[config.mk]
export PLATFORM = sky130hd
export DESIGN_NAME = pin_card_end_flat
export DESIGN_NICKNAME = d
export VERILOG_FILES = /design/src/verilog/pin_cmd_pkg.sv /design/src/verilog/pin_link_if.sv /design/src/verilog/pin_card_end.sv /design/src/verilog/pin_nv_store.sv /design/src/flat_wrapper.sv
export SDC_FILE = /design/constraint.sdc
export NUM_CORES = 1
export LEC_CHECK = 0
export BUFFER_PORTS_ARGS = -buffer_cell sky130_fd_sc_hd__buf_2
export CORE_UTILIZATION = 55
export DETAILED_ROUTE_END_ITERATION = 8
export GPL_ROUTABILITY_DRIVEN = 0
export HOLD_SLACK_MARGIN = 0.15
export MAX_ROUTING_LAYER = met4
export PLACE_DENSITY = 0.8
export SYNTH_ARGS = -nofsm -noshare
export SYNTH_HDL_FRONTEND = slang
export SYNTH_HIERARCHICAL = 1
export SYNTH_SLANG_ARGS = --single-unit
[constraint.sdc]
create_clock -name clock -period 10.2 [get_ports clock]
set_input_delay 1.02 -clock clock [delete_from_list [all_inputs] [get_ports clock]]
set_output_delay 1.02 -clock clock [all_outputs]
set_load 0.05 [all_outputs]
[src/verilog/pin_cmd_pkg.sv]
// Package: constants shared by the PIN management command ends
package pin_cmd_pkg;
   // ==========================================================
   // Command codes (instruction bytes)
   localparam logic [7:0] INS_CHANGE      = 8'h24;     // Change PIN
   localparam logic [7:0] INS_DISABLE     = 8'h26;     // Disable PIN
   localparam logic [7:0] INS_ENABLE      = 8'h28;     // Enable PIN
   // ==========================================================
   // Header field values
   localparam logic [7:0] P1_PLAIN        = 8'h00;     // Verification data only
   localparam logic [7:0] P1_RESERVED     = 8'h01;     // Reserved disable code
   localparam int         P_SEL_BIT       = 7;         // b8: replace / specific
   localparam int         P_REF_HI        = 4;         // Top of reference field
   localparam logic [7:0] LC_CHANGE       = 8'h10;     // Old plus new PIN
   localparam logic [7:0] LC_SINGLE       = 8'h08;     // One PIN
   localparam int         PIN_BYTES       = 8;         // Bytes per PIN value
   // ==========================================================
   // Reset and qualifier values
   localparam logic [1:0] RETRY_INIT      = 2'h3;      // Attempts after success
   localparam logic [7:0] QUAL_USE        = 8'h08;     // Alternative key in use
   localparam logic [7:0] QUAL_NONE       = 8'h00;     // Alternative key unused
   localparam logic [63:0] PIN_INIT       = 64'h3132333435363738; // Arbitrary
   localparam logic       BLOCK_ENABLES   = 1'b1;      // Blocked enable sets on
   // ==========================================================
   // Status words
   localparam logic [15:0] SW_OK          = 16'h9000;  // Success
   localparam logic [15:0] SW_WRONG       = 16'h63c0;  // Low nibble = retries
   localparam logic [15:0] SW_BLOCKED     = 16'h6983;  // PIN blocked
   localparam logic [15:0] SW_STATE       = 16'h6985;  // Already in that state
   localparam logic [15:0] SW_LEN         = 16'h6700;  // Wrong Lc
   localparam logic [15:0] SW_P1P2        = 16'h6b00;  // Wrong P1/P2
   localparam logic [15:0] SW_INS         = 16'h6d00;  // Unknown command
   // ==========================================================
   // Timing: non-volatile commit time
   localparam int         NV_WRITE_NS     = 200;       // Commit time in ns
   localparam int         CLK_NS          = 25;        // Clock period
   localparam int         NV_CYCLES       = (NV_WRITE_NS + CLK_NS - 1) / CLK_NS;
endpackage

[src/verilog/pin_link_if.sv]
// Interface: command/response link between terminal end and card end
`timescale 1ns/100ps
interface pin_link_if;
   logic       cmd_valid;   // Terminal: header and data valid (pulse)
   logic [7:0] ins;         // Instruction
   logic [7:0] p1;          // Parameter 1
   logic [7:0] p2;          // Parameter 2, PIN reference
   logic [7:0] lc;          // Data length
   logic [127:0] data;      // Data bytes, byte 1 in bits 127:120
   logic       rsp_valid;   // Card: status word valid (pulse)
   logic [15:0] sw;         // Status word
   modport card (input cmd_valid, ins, p1, p2, lc, data, output rsp_valid, sw);
   modport terminal (output cmd_valid, ins, p1, p2, lc, data, input rsp_valid, sw);
endinterface

[src/verilog/pin_card_end.sv]
// Card end: change, disable and enable PIN command interpreter
`timescale 1ns/100ps
// Function
// - Change only when PIN enabled, not blocked
// - Good change: retries to 3, store new PIN
// - Bad change: decrement retries, keep PIN
// - Three failures persistently block the PIN
// - Terminal sends change P1 00, Lc 10
// - Old PIN bytes 1-8, new 9-16
// - Refuse disable when disabled or blocked
// - Good disable: retries to 3, disable
// - Bad disable: decrement, stays enabled
// - Disabled without replacement grants access
// - Replacement sets alternative key qualifier 08
// - Multi-reference files open once one disabled
// - Disable P1: b8 replace, b7-b6 zero, reference
// - Disable and enable send Lc 08
// - Refuse enable when enabled or blocked
// - Good enable: retries to 3, enable
// - Re-enable writes qualifier 00
// - Bad enable: decrement, stays disabled
// - Third bad enable blocks, may enable
// - Blocked disabled stays granted, enabled not
// - P2 b8 scope, b7-b6 zero, reference
module pin_card_end
   import pin_cmd_pkg::*;
(
   // Clock and reset
   input  wire logic        clock,
   input  wire logic        reset,
   // Link to terminal
   pin_link_if.card         link,
   // Access evaluation, user side
   input  wire logic        multi_ref,      // File names several key references
   output logic             access_ok,      // Access condition met
   output logic             alt_key_needed, // Alternative key must be verified
   output logic             busy            // Command in progress
);
   typedef enum logic [2:0] {
      S_IDLE   = 3'b001,   // Wait for command
      S_COMMIT = 3'b010,   // Non-volatile write under way
      S_RESP   = 3'b100    // Return status
   } state_t;

   state_t      state;          // Sequencer state
   state_t      next_state;
   logic [15:0] sw_hold;        // Status to return
   logic [15:0] next_sw_hold;
   logic        rsp_valid_q;    // Response strobe
   logic        next_rsp_valid;
   logic [15:0] sw_q;           // Response status word
   logic [15:0] next_sw_q;
   logic        next_access_ok;
   logic        next_alt_key;
   logic        next_busy;
   // Commit request towards the store
   logic        wr_req;
   logic [63:0] wr_pin;
   logic [1:0]  wr_retry;
   logic        wr_enabled;
   logic        wr_blocked;
   logic [7:0]  wr_qual;
   logic        wr_done;
   // Stored state
   logic [63:0] pin;
   logic [1:0]  retry;
   logic        enabled;
   logic        blocked;
   logic [7:0]  qual;
   // Decode helpers
   logic        p2_ok;
   logic        p1_dis_ok;
   logic        pin_match;
   logic [63:0] presented;
   logic [1:0]  dec_retry;

   // ==========================================================
   // Persistent store
   pin_nv_store nv (
      .clock      (clock),
      .reset      (reset),
      .wr_req     (wr_req),
      .wr_pin     (wr_pin),
      .wr_retry   (wr_retry),
      .wr_enabled (wr_enabled),
      .wr_blocked (wr_blocked),
      .wr_qual    (wr_qual),
      .wr_done    (wr_done),
      .pin        (pin),
      .retry      (retry),
      .enabled    (enabled),
      .blocked    (blocked),
      .qual       (qual)
   );

   // ==========================================================
   // Header checks and PIN compare
   always_comb begin
      // Reference nonzero, reserved bits clear
      p2_ok     = (link.p2[6:5] == 2'b00) && (link.p2[P_REF_HI:0] != 5'h00);
      // Plain code, or replacement with a valid key number
      p1_dis_ok = (link.p1 == P1_PLAIN) ||
                  (link.p1[P_SEL_BIT] && (link.p1[6:5] == 2'b00) &&
                   (link.p1[P_REF_HI:0] != 5'h00));
      presented = link.data[127:64];
      pin_match = (presented == pin);
      dec_retry = (retry == 2'h0) ? 2'h0 : retry - 2'h1;
   end

   // ==========================================================
   // Command sequencer
   always_comb begin
      next_state     = state;
      next_sw_hold   = sw_hold;
      next_rsp_valid = 1'b0;
      next_sw_q      = sw_q;
      wr_req         = 1'b0;
      wr_pin         = pin;
      wr_retry       = retry;
      wr_enabled     = enabled;
      wr_blocked     = blocked;
      wr_qual        = qual;
      unique case (state)
         S_IDLE: begin
            if (link.cmd_valid) begin
               next_state = S_RESP;   // Refusals answer without a commit
               if (link.ins != INS_CHANGE && link.ins != INS_DISABLE &&
                   link.ins != INS_ENABLE) begin
                  next_sw_hold = SW_INS;
               end else if (!p2_ok || (link.ins != INS_DISABLE && link.p1 != P1_PLAIN)
                            || (link.ins == INS_DISABLE && !p1_dis_ok)) begin
                  next_sw_hold = SW_P1P2;
               end else if (link.lc != ((link.ins == INS_CHANGE) ? LC_CHANGE : LC_SINGLE)) begin
                  next_sw_hold = SW_LEN;
               end else if (blocked) begin
                  next_sw_hold = SW_BLOCKED;
               end else if ((link.ins == INS_ENABLE) == enabled) begin
                  next_sw_hold = SW_STATE;
               end else begin
                  wr_req     = 1'b1;
                  next_state = S_COMMIT;
                  if (pin_match) begin
                     next_sw_hold = SW_OK;
                     wr_retry     = RETRY_INIT;
                     if (link.ins == INS_CHANGE) begin
                        wr_pin = link.data[63:0];
                     end else if (link.ins == INS_DISABLE) begin
                        wr_enabled = 1'b0;
                        wr_qual = link.p1[P_SEL_BIT] ? QUAL_USE : QUAL_NONE;
                     end else begin
                        wr_enabled = 1'b1;
                        wr_qual    = QUAL_NONE;
                     end
                  end else begin
                     // Decrement, stored PIN kept; at zero block the PIN, and a bad enable also sets enabled
                     wr_retry     = dec_retry;
                     next_sw_hold = {SW_WRONG[15:4], 2'b00, dec_retry};
                     if (dec_retry == 2'h0) begin
                        wr_blocked = 1'b1;
                        if (link.ins == INS_ENABLE) begin
                           wr_enabled = BLOCK_ENABLES;
                        end
                     end
                  end
               end
            end
         end
         S_COMMIT: begin
            if (wr_done) begin
               next_state = S_RESP;
            end
         end
         S_RESP: begin
            next_rsp_valid = 1'b1;
            next_sw_q      = sw_hold;
            next_state     = S_IDLE;
         end
         default: begin
            next_state = S_IDLE;
         end
      endcase
   end

   // ==========================================================
   // Access evaluation from stored state
   always_comb begin
      next_busy      = (next_state != S_IDLE);
      next_alt_key   = !enabled && (qual == QUAL_USE) && !multi_ref;
      // Disabled PIN grants access unless the alternative key is needed, even when blocked
      // Multi-reference file opens once this one is off
      // Enabled and blocked never grants
      next_access_ok = !enabled && !next_alt_key;
   end

   // Registered outputs
   always_ff @(posedge clock) begin
      if (reset) begin
         state          <= S_IDLE;
         sw_hold        <= SW_OK;
         rsp_valid_q    <= 1'b0;
         sw_q           <= SW_OK;
         access_ok      <= 1'b0;
         alt_key_needed <= 1'b0;
         busy           <= 1'b0;
      end else begin
         state          <= next_state;
         sw_hold        <= next_sw_hold;
         rsp_valid_q    <= next_rsp_valid;
         sw_q           <= next_sw_q;
         access_ok      <= next_access_ok;
         alt_key_needed <= next_alt_key;
         busy           <= next_busy;
      end
   end

   assign link.rsp_valid = rsp_valid_q;
   assign link.sw        = sw_q;
endmodule // pin_card_end

[src/verilog/pin_nv_store.sv]
// Non-volatile store model: PIN, retry count, flags, committed atomically
`timescale 1ns/100ps
module pin_nv_store
   import pin_cmd_pkg::*;
(
   // Clock and reset
   input  wire logic        clock,
   input  wire logic        reset,
   // Commit request
   input  wire logic        wr_req,
   input  wire logic [63:0] wr_pin,
   input  wire logic [1:0]  wr_retry,
   input  wire logic        wr_enabled,
   input  wire logic        wr_blocked,
   input  wire logic [7:0]  wr_qual,
   output logic             wr_done,
   // Stored state
   output logic [63:0]      pin,
   output logic [1:0]       retry,
   output logic             enabled,
   output logic             blocked,
   output logic [7:0]       qual
);
   logic [7:0] busy_cnt;        // Cycles left in commit
   logic [7:0] next_busy_cnt;
   logic       next_wr_done;
   logic        capture;        // Request taken into the hold copy
   logic [63:0] hold_pin;       // Fields held until the commit lands
   logic [1:0]  hold_retry;
   logic        hold_enabled;
   logic        hold_blocked;
   logic [7:0]  hold_qual;
   // ==========================================================
   // Commit timer: all fields land together on the last cycle
   always_comb begin
      next_busy_cnt = busy_cnt;
      next_wr_done  = 1'b0;
      capture       = 1'b0;
      if (busy_cnt != 8'h00) begin
         next_busy_cnt = busy_cnt - 8'h01;
         if (busy_cnt == 8'h01) begin
            next_wr_done = 1'b1;
         end
      end else if (wr_req) begin
         // Requester shows its fields only now, so copy them here
         capture       = 1'b1;
         next_busy_cnt = 8'(NV_CYCLES);
      end
   end
   // Stored fields survive sessions; reset stands for first power-up only
   always_ff @(posedge clock) begin
      if (reset) begin
         busy_cnt <= 8'h00;
         wr_done  <= 1'b0;
         pin      <= PIN_INIT;
         retry    <= RETRY_INIT;
         enabled  <= 1'b1;
         blocked  <= 1'b0;
         qual     <= QUAL_NONE;
         hold_pin     <= PIN_INIT;
         hold_retry   <= RETRY_INIT;
         hold_enabled <= 1'b1;
         hold_blocked <= 1'b0;
         hold_qual    <= QUAL_NONE;
      end else begin
         busy_cnt <= next_busy_cnt;
         wr_done  <= next_wr_done;
         if (capture) begin
            hold_pin     <= wr_pin;
            hold_retry   <= wr_retry;
            hold_enabled <= wr_enabled;
            hold_blocked <= wr_blocked;
            hold_qual    <= wr_qual;
         end
         if (next_wr_done) begin
            pin     <= hold_pin;
            retry   <= hold_retry;
            enabled <= hold_enabled;
            blocked <= hold_blocked;
            qual    <= hold_qual;
         end
      end
   end
endmodule // pin_nv_store

[src/flat_wrapper.sv]
// flat-port wrapper written by rule: the top's interface ports become plain ports
module pin_card_end_flat import pin_cmd_pkg::*;
  (clock, reset, multi_ref, access_ok, alt_key_needed, busy, link_cmd_valid, link_ins, link_p1, link_p2, link_lc, link_data, link_rsp_valid, link_sw);
  pin_link_if link_i ();
  input  wire logic clock;
  input  wire logic reset;
  input  wire logic multi_ref;
  output logic access_ok;
  output logic alt_key_needed;
  output logic busy;
  input wire logic [$bits(link_i.cmd_valid)-1:0] link_cmd_valid;
  input wire logic [$bits(link_i.ins)-1:0] link_ins;
  input wire logic [$bits(link_i.p1)-1:0] link_p1;
  input wire logic [$bits(link_i.p2)-1:0] link_p2;
  input wire logic [$bits(link_i.lc)-1:0] link_lc;
  input wire logic [$bits(link_i.data)-1:0] link_data;
  output wire logic [$bits(link_i.rsp_valid)-1:0] link_rsp_valid;
  output wire logic [$bits(link_i.sw)-1:0] link_sw;
  assign link_i.cmd_valid = link_cmd_valid;
  assign link_i.ins = link_ins;
  assign link_i.p1 = link_p1;
  assign link_i.p2 = link_p2;
  assign link_i.lc = link_lc;
  assign link_i.data = link_data;
  assign link_rsp_valid = link_i.rsp_valid;
  assign link_sw = link_i.sw;
  pin_card_end u_core (.clock(clock), .reset(reset), .link(link_i), .multi_ref(multi_ref), .access_ok(access_ok), .alt_key_needed(alt_key_needed), .busy(busy));
endmodule
Yosys cells after proc, flatten, opt, wreduce, memory -nomap -nowiden
Cells that the tools add are included.
- bits in registers: 200
- bits in latches: 0
- memory bits (writable): 0
- memory bits (read-only): 0
- input port bits: 164
- output and inout bits: 20
- logic and storage cells: 144
- memories kept: 0
- add/sub/neg operators: 2
- multipliers: 0
- divide/modulo/power cells: 0
- order comparisons: 0
- equal/unequal tests: 15
- shifts and indexed selects: 0
- multiplexer cells: 79
- bitwise gates (word level): 0
- reductions and logical operators: 29
- operators with widths (operator ; count):
    2-to-1 mux 64 bit ; 9
    2-to-1 mux 16 bit ; 6
    2-to-1 mux 8 bit ; 12
    == test 64 bit ; 1
    2-to-1 mux 1 bit ; 33
    == test 8 x 6 -> 1 bit, second input constant ; 3
    inequality test 8 x 6 -> 1 bit, second input constant ; 3
    2-to-1 mux 3 bit ; 7
    2-to-1 mux 2 bit ; 9
    nonzero test 8 bit ; 2
    logical AND 1 bit ; 10
    nonzero test 5 bit ; 2
    == test 8 x 1 -> 1 bit, second input constant ; 1
    == test 8 x 4 -> 1 bit, second input constant ; 1
    zero test 2 bit ; 4
    zero test 8 bit ; 1
    inequality test 8 bit ; 1
    subtractor 8 x 1 -> 8 bit, second input constant ; 1
    one-hot mux 3 bit (2 select lines) ; 1
    zero test 1 bit ; 5
    2-to-1 mux 5 bit ; 1
    2-to-1 mux 4 bit ; 1
    == test 3 x 1 -> 1 bit, second input constant ; 1
    == test 3 x 2 -> 1 bit, second input constant ; 1
    other kinds (7) ; 9

Longest topological paths before layout
- depth in word-level cells: 13
- mapped depth: 12
- gate-level depth less buffers: 11

Hierarchy
The synthesis kept the hierarchy.
- modules (own cells, without submodules) (module ; instances ; cells an instance ; area an instance (µm²) ; sequential area each (µm²)):
    pin_nv_store ; 1 ; 676 ; 6129.6 ; 3223.1
    pin_card_end ; 1 ; 348 ; 3285.7 ; 540.5

Least setup slack after synthesis
Ideal clock, no wire load.
- path kind: input to register
- from: input port link_ins[0]
- to: register u_core.nv.hold_pin[0]
- arrival time: 3996 ps
- required time: 10130 ps
- slack: 6133 ps
- stages: 12
- path buffers: 2
- path through: or4b_1 or3_1 ha_1 nand2b_1 nor2_1 o2111ai_1 a21oi_1 and4bb_2 clkbuf_1 clkbuf_1 nand3_1 a21oi_1
- cells in the longest elaborated chain, start to end: 11
- RTL lines (what ; line ; RTL):
    start, declared ; flat_wrapper.sv:12 ; input wire logic [$bits(link_i.ins)-1:0] link_ins;
    == test 8 x 6 -> 1 bit ; pin_card_end.sv:137 ; end else if ((link.ins == INS_ENABLE) == enabled) begin
    == test 1 bit ; pin_card_end.sv:137 ;
    2-to-1 mux 1 bit ; pin_card_end.sv:137 ;
    2-to-1 mux 1 bit ; pin_card_end.sv:135 ; end else if (blocked) begin
    2-to-1 mux 1 bit ; pin_card_end.sv:133 ; end else if (link.lc != ((link.ins == INS_CHANGE) ? LC_CHANGE : LC_SINGLE)) begin
    2-to-1 mux 1 bit ; pin_card_end.sv:130 ; end else if (!p2_ok || (link.ins != INS_DISABLE && link.p1 != P1_PLAIN)
    2-to-1 mux 1 bit * ; pin_card_end.sv:127 ; if (link.ins != INS_CHANGE && link.ins != INS_DISABLE &&
    2-to-1 mux 1 bit * ; pin_card_end.sv:125 ; if (link.cmd_valid) begin
    2-to-1 mux 1 bit * ; pin_card_end.sv:123 ; unique case (state)
    named net u_core.wr_req ; pin_card_end.sv:57 ; logic wr_req;
    2-to-1 mux 1 bit * ; pin_nv_store.sv:44 ; end else if (wr_req) begin
    2-to-1 mux 1 bit * ; pin_nv_store.sv:39 ; if (busy_cnt != 8'h00) begin
    end signal, assigned ; pin_nv_store.sv:69 ; hold_pin <= wr_pin;
    end, declared ; pin_nv_store.sv:28 ; logic [63:0] hold_pin;
The timed path passes the listed nets; every way through them passes the cells marked *.
A chain may end at the register's enable or synchronous reset.

Worst setup path in the final report
- from: input port link_data[101]
- to: register u_core.nv.hold_pin[40]
- cells in the longest elaborated chain, start to end: 9
- RTL lines (what ; line ; RTL):
    start, declared ; flat_wrapper.sv:16 ; input wire logic [$bits(link_i.data)-1:0] link_data;
    == test 64 bit ; pin_card_end.sv:106 ; pin_match = (presented == pin);
    2-to-1 mux 64 bit ; pin_card_end.sv:142 ; if (pin_match) begin
    2-to-1 mux 64 bit ; pin_card_end.sv:137 ;
    2-to-1 mux 64 bit ; pin_card_end.sv:135 ;
    2-to-1 mux 64 bit ; pin_card_end.sv:133 ;
    2-to-1 mux 64 bit ; pin_card_end.sv:130 ;
    2-to-1 mux 64 bit ; pin_card_end.sv:127 ;
    2-to-1 mux 64 bit ; pin_card_end.sv:125 ;
    2-to-1 mux 64 bit ; pin_card_end.sv:123 ;
    named net u_core.wr_pin[40] ; pin_card_end.sv:58 ; logic [63:0] wr_pin;
The timed path passes the listed nets, and every way through them passes these cells.

==> flow_summary.json <==
{
  "cp_slowest_cell": "buf_4",
  "grt_use_met3_pct": 6.284,
  "ys_seq_elements": 188,
  "syn_avg_cell_area_um2": 9.195,
  "firstDrtPassIters": 5,
  "cts_buffers": 17,
  "hold_path_end": "u_core/link.sw[2]",
  "worst_slack_ns": 5.321,
  "die_w_um": 132.8,
  "setup_viol": 0,
  "relSlewSlack_pct": 29.04,
  "cp.depth": 11,
  "grt_util_met2_pct": 44.39,
  "critPathRequiredTime_ns": 10.52,
  "crit_family": "simple AND/OR/NAND/NOR gates",
  "avgViaCountPerCell": 5.985,
  "grt_use_met1_pct": 33.53,
  "io_pins": 184,
  "worst_pin_slew_ns": 1.064,
  "port_buffers": 179,
  "synth_flop_cell": "dfxtp_1",
  "r2r-end": "u_core/nv/hold_pin[40]",
  "status": "finished, final reports clean",
  "rows": 47,
  "place_area_mm2": 0.01017,
  "syn_area_mm2": 0.009415,
  "busiest_layer": "met2",
  "grt_antenna_before_repair": 4,
  "min_period_ns": 4.879,
  "grt_max_degree": 103,
  "rsz0062_at_grt": "false",
  "max_freq_mhz": 205.0,
  "cap_violations": 0,
  "crit_type": "input pin to flop",
  "finish.utilization_pct": 64.81,
  "clk_path_buf_depth": 2,
  "tns_ns": 0,
  "yosysSeqAreaShare_pct": 39.97,
  "grt_first_pass_wirelength_um": 38310,
  "drive_above_1_share_pct": 25.94,
  "skew_ns": 0.008108,
  "holdPathStages": 2,
  "cts_root_buf": "clkbuf_16",
  "finalPower_mw": 2.324,
  "coreArea_mm2": 0.01664,
  "vdd_drop_max_mv": 0.2551,
  "die_h_um": 132.8,
  "r2r_cells": 10,
  "post-route-period-util_pct": 47.83,
  "finalNonFillerCells": 1373,
  "crit_arrival_ns": 5.20,
  "path_clk_slew_ns": 0.07,
  "htree_levels": 4,
  "postCtsSetupRepairBufs": 0,
  "r2r_slack_ns": 5.64,
  "cts_resized": 0,
  "cp_num_buf_inv": 3,
  "dieArea_mm2": 0.01765,
  "drt-initial-drc-count": 747,
  "async_flop_share_pct": 0,
  "insertion_delay_ns": 0.43,
  "drt-total-wl_um": 24250,
  "place_ws_ns": 4.917,
  "hp-class": "flop to flop",
  "cts_tree": "built",
  "start_util_pct": 56.57,
  "routedWlPerCell_um": 17.66,
  "leakage_nw": 4.206,
  "stdcell_area_mm2": 0.01079,
  "cpPeakStageDelay_ns": 0.83,
  "area_delta_synth_final_pct": 14.56,
  "cts_hold_buf": 0,
  "synth_cells": 1024,
  "hold_slack_ns": 0.4545,
  "drc": 0,
  "startpoint_type": "input pin",
  "antenna_left": 0,
  "overflow": 0,
  "grt_pass1_vias": 7724,
  "crit_chain": "buf_2, xnor2_1, nand4_1, nor4_1, nand4_1, nor4b_4, buf_4, buf_4, mux2_1, and3_1, a211o_1",
  "grt_usage_pct": 27.95,
  "clock_sinks": 188,
  "power_density_mw_per_mm2": 215.4,
  "min_from": "u_core/sw_hold[2]",
  "place_hpwl_um": 14870,
  "r2r-start": "u_core/nv/pin[58]",
  "hold_viol_final": 0,
  "ys_types": 62,
  "drv_slew": 0,
  "vias": 8218,
  "end_kind": "flop",
  "synth_edf_count": 0,
  "synth_warnings": 6,
  "fin_nets": 1303,
  "critPathMaxFanout": 50,
  "place_inst": 1337
}
## flip-flops by register name, indices dropped and copies added (netlist names)
register and flops:
u_core/state 3, u_core/nv/hold_pin 64, u_core/alt_key_needed 1, u_core/busy 1, u_core/link.sw 10, u_core/nv/busy_cnt 8
u_core/nv/hold_retry 2, u_core/nv/enabled 1, u_core/nv/hold_enabled 1, u_core/access_ok 1, u_core/nv/hold_qual 8, u_core/sw_hold 10
u_core/nv/hold_blocked 1, u_core/nv/pin 64, u_core/link.rsp_valid 1, u_core/nv/retry 2, u_core/nv/wr_done 1, u_core/nv/blocked 1
u_core/nv/qual 8
## power by group
group / leakage (nW) / internal [mW] / switching (mW) / total [mW]
Clock: 0.286 / 0.394 / 0.292 / 0.686
Combinational: 2.40 / 0.235 / 0.546 / 0.781
Sequential: 1.52 / 0.792 / 0.0649 / 0.857
Total: 4.21 / 1.42 / 0.902 / 2.32
## kinds of logic (layout without fill, tap and decap cells)
family	count (synthesis)	after routing	synth area share, %
compound gates	297	297	19.27
mux	67	67	10.38
fa+ha+maj	3	3	0.3987
simple gates	299	299	18.15
buf+inv	105	228	5.834
other cells	1	7	0.03983
xor+xnor	64	64	5.954
flops	188	188	39.97
## final cells by class
type / count / area (um2)
diodes: 4 / 10.01
clock buffers: 19 / 442.9
clock inverters: 13 / 165.2
fillers: 1383 / 5856
inverters: 6 / 22.52
multi-input cells: 733 / 5126
flip-flops and latches: 188 / 3764
well taps: 220 / 275.3
repair buffers: 190 / 980.9
## Yosys cell counts (all sizes together) (3+ instances only)
cell type,instances,area share [%]
or4,9,0.76
nor2,16,0.64
dfxtp,188,40
nand2,40,1.6
nor2b,9,0.60
clkbuf,68,2.7
a221oi,3,0.28
nor4,11,0.73
and2,3,0.20
buf,31,2.9
a211o,66,6.1
mux2,65,10
inv,6,0.24
a211oi,3,0.29
or3,5,0.33
a21oi,112,6.0
nand2b,6,0.40
nor3,8,0.48
o21bai,3,0.24
nand4,19,1.3
ha,3,0.40
or4b,3,0.36
xnor2,64,6.0
o21ai,97,5.2
nand3,92,4.9
and3,64,4.3
nor4b,3,0.50
## per-layer routing
layer,part of all wire [%],up-vias,routed length [um]
met1,42,3892,10300
met4,3.6,0,879
met2,47,321,11380
li1,-,3963,-
met5,0,-,0
met3,7.0,42,1698
## how the worst max path moves through the flow
stage	slack (ns)	startpoint	to
final	5.32	link_data[101]	u_core/nv/hold_pin[40]
after global routing	5.20	link_data[125]	u_core/nv/hold_pin[40]
after CTS	5.35	link_data[126]	u_core/nv/hold_pin[40]
after global placement	4.92	link_ins[0]	u_core/nv/hold_pin[29]
after floorplan	6.13	link_ins[0]	u_core/nv/hold_pin[0]
after detailed placement	4.92	link_data[126]	u_core/nv/hold_pin[29]
## placed cells by master (no fill, tap or decap), drive strengths merged, types with 40 or more instances in the layout
cell type and count:
dfxtp 188, nand3 92, xnor2 64, buf 190
a211o 66, a21oi 112, mux2 65, o21ai 97
nand2 40, and3 64
## tightest hold or removal path, delay by kind of cell (launching register included)
kind	cells	cell delay, ns
flops	1	0.31
simple gates	1	0.05
compound gates	1	0.05
(Power assumes the default switching activity.)
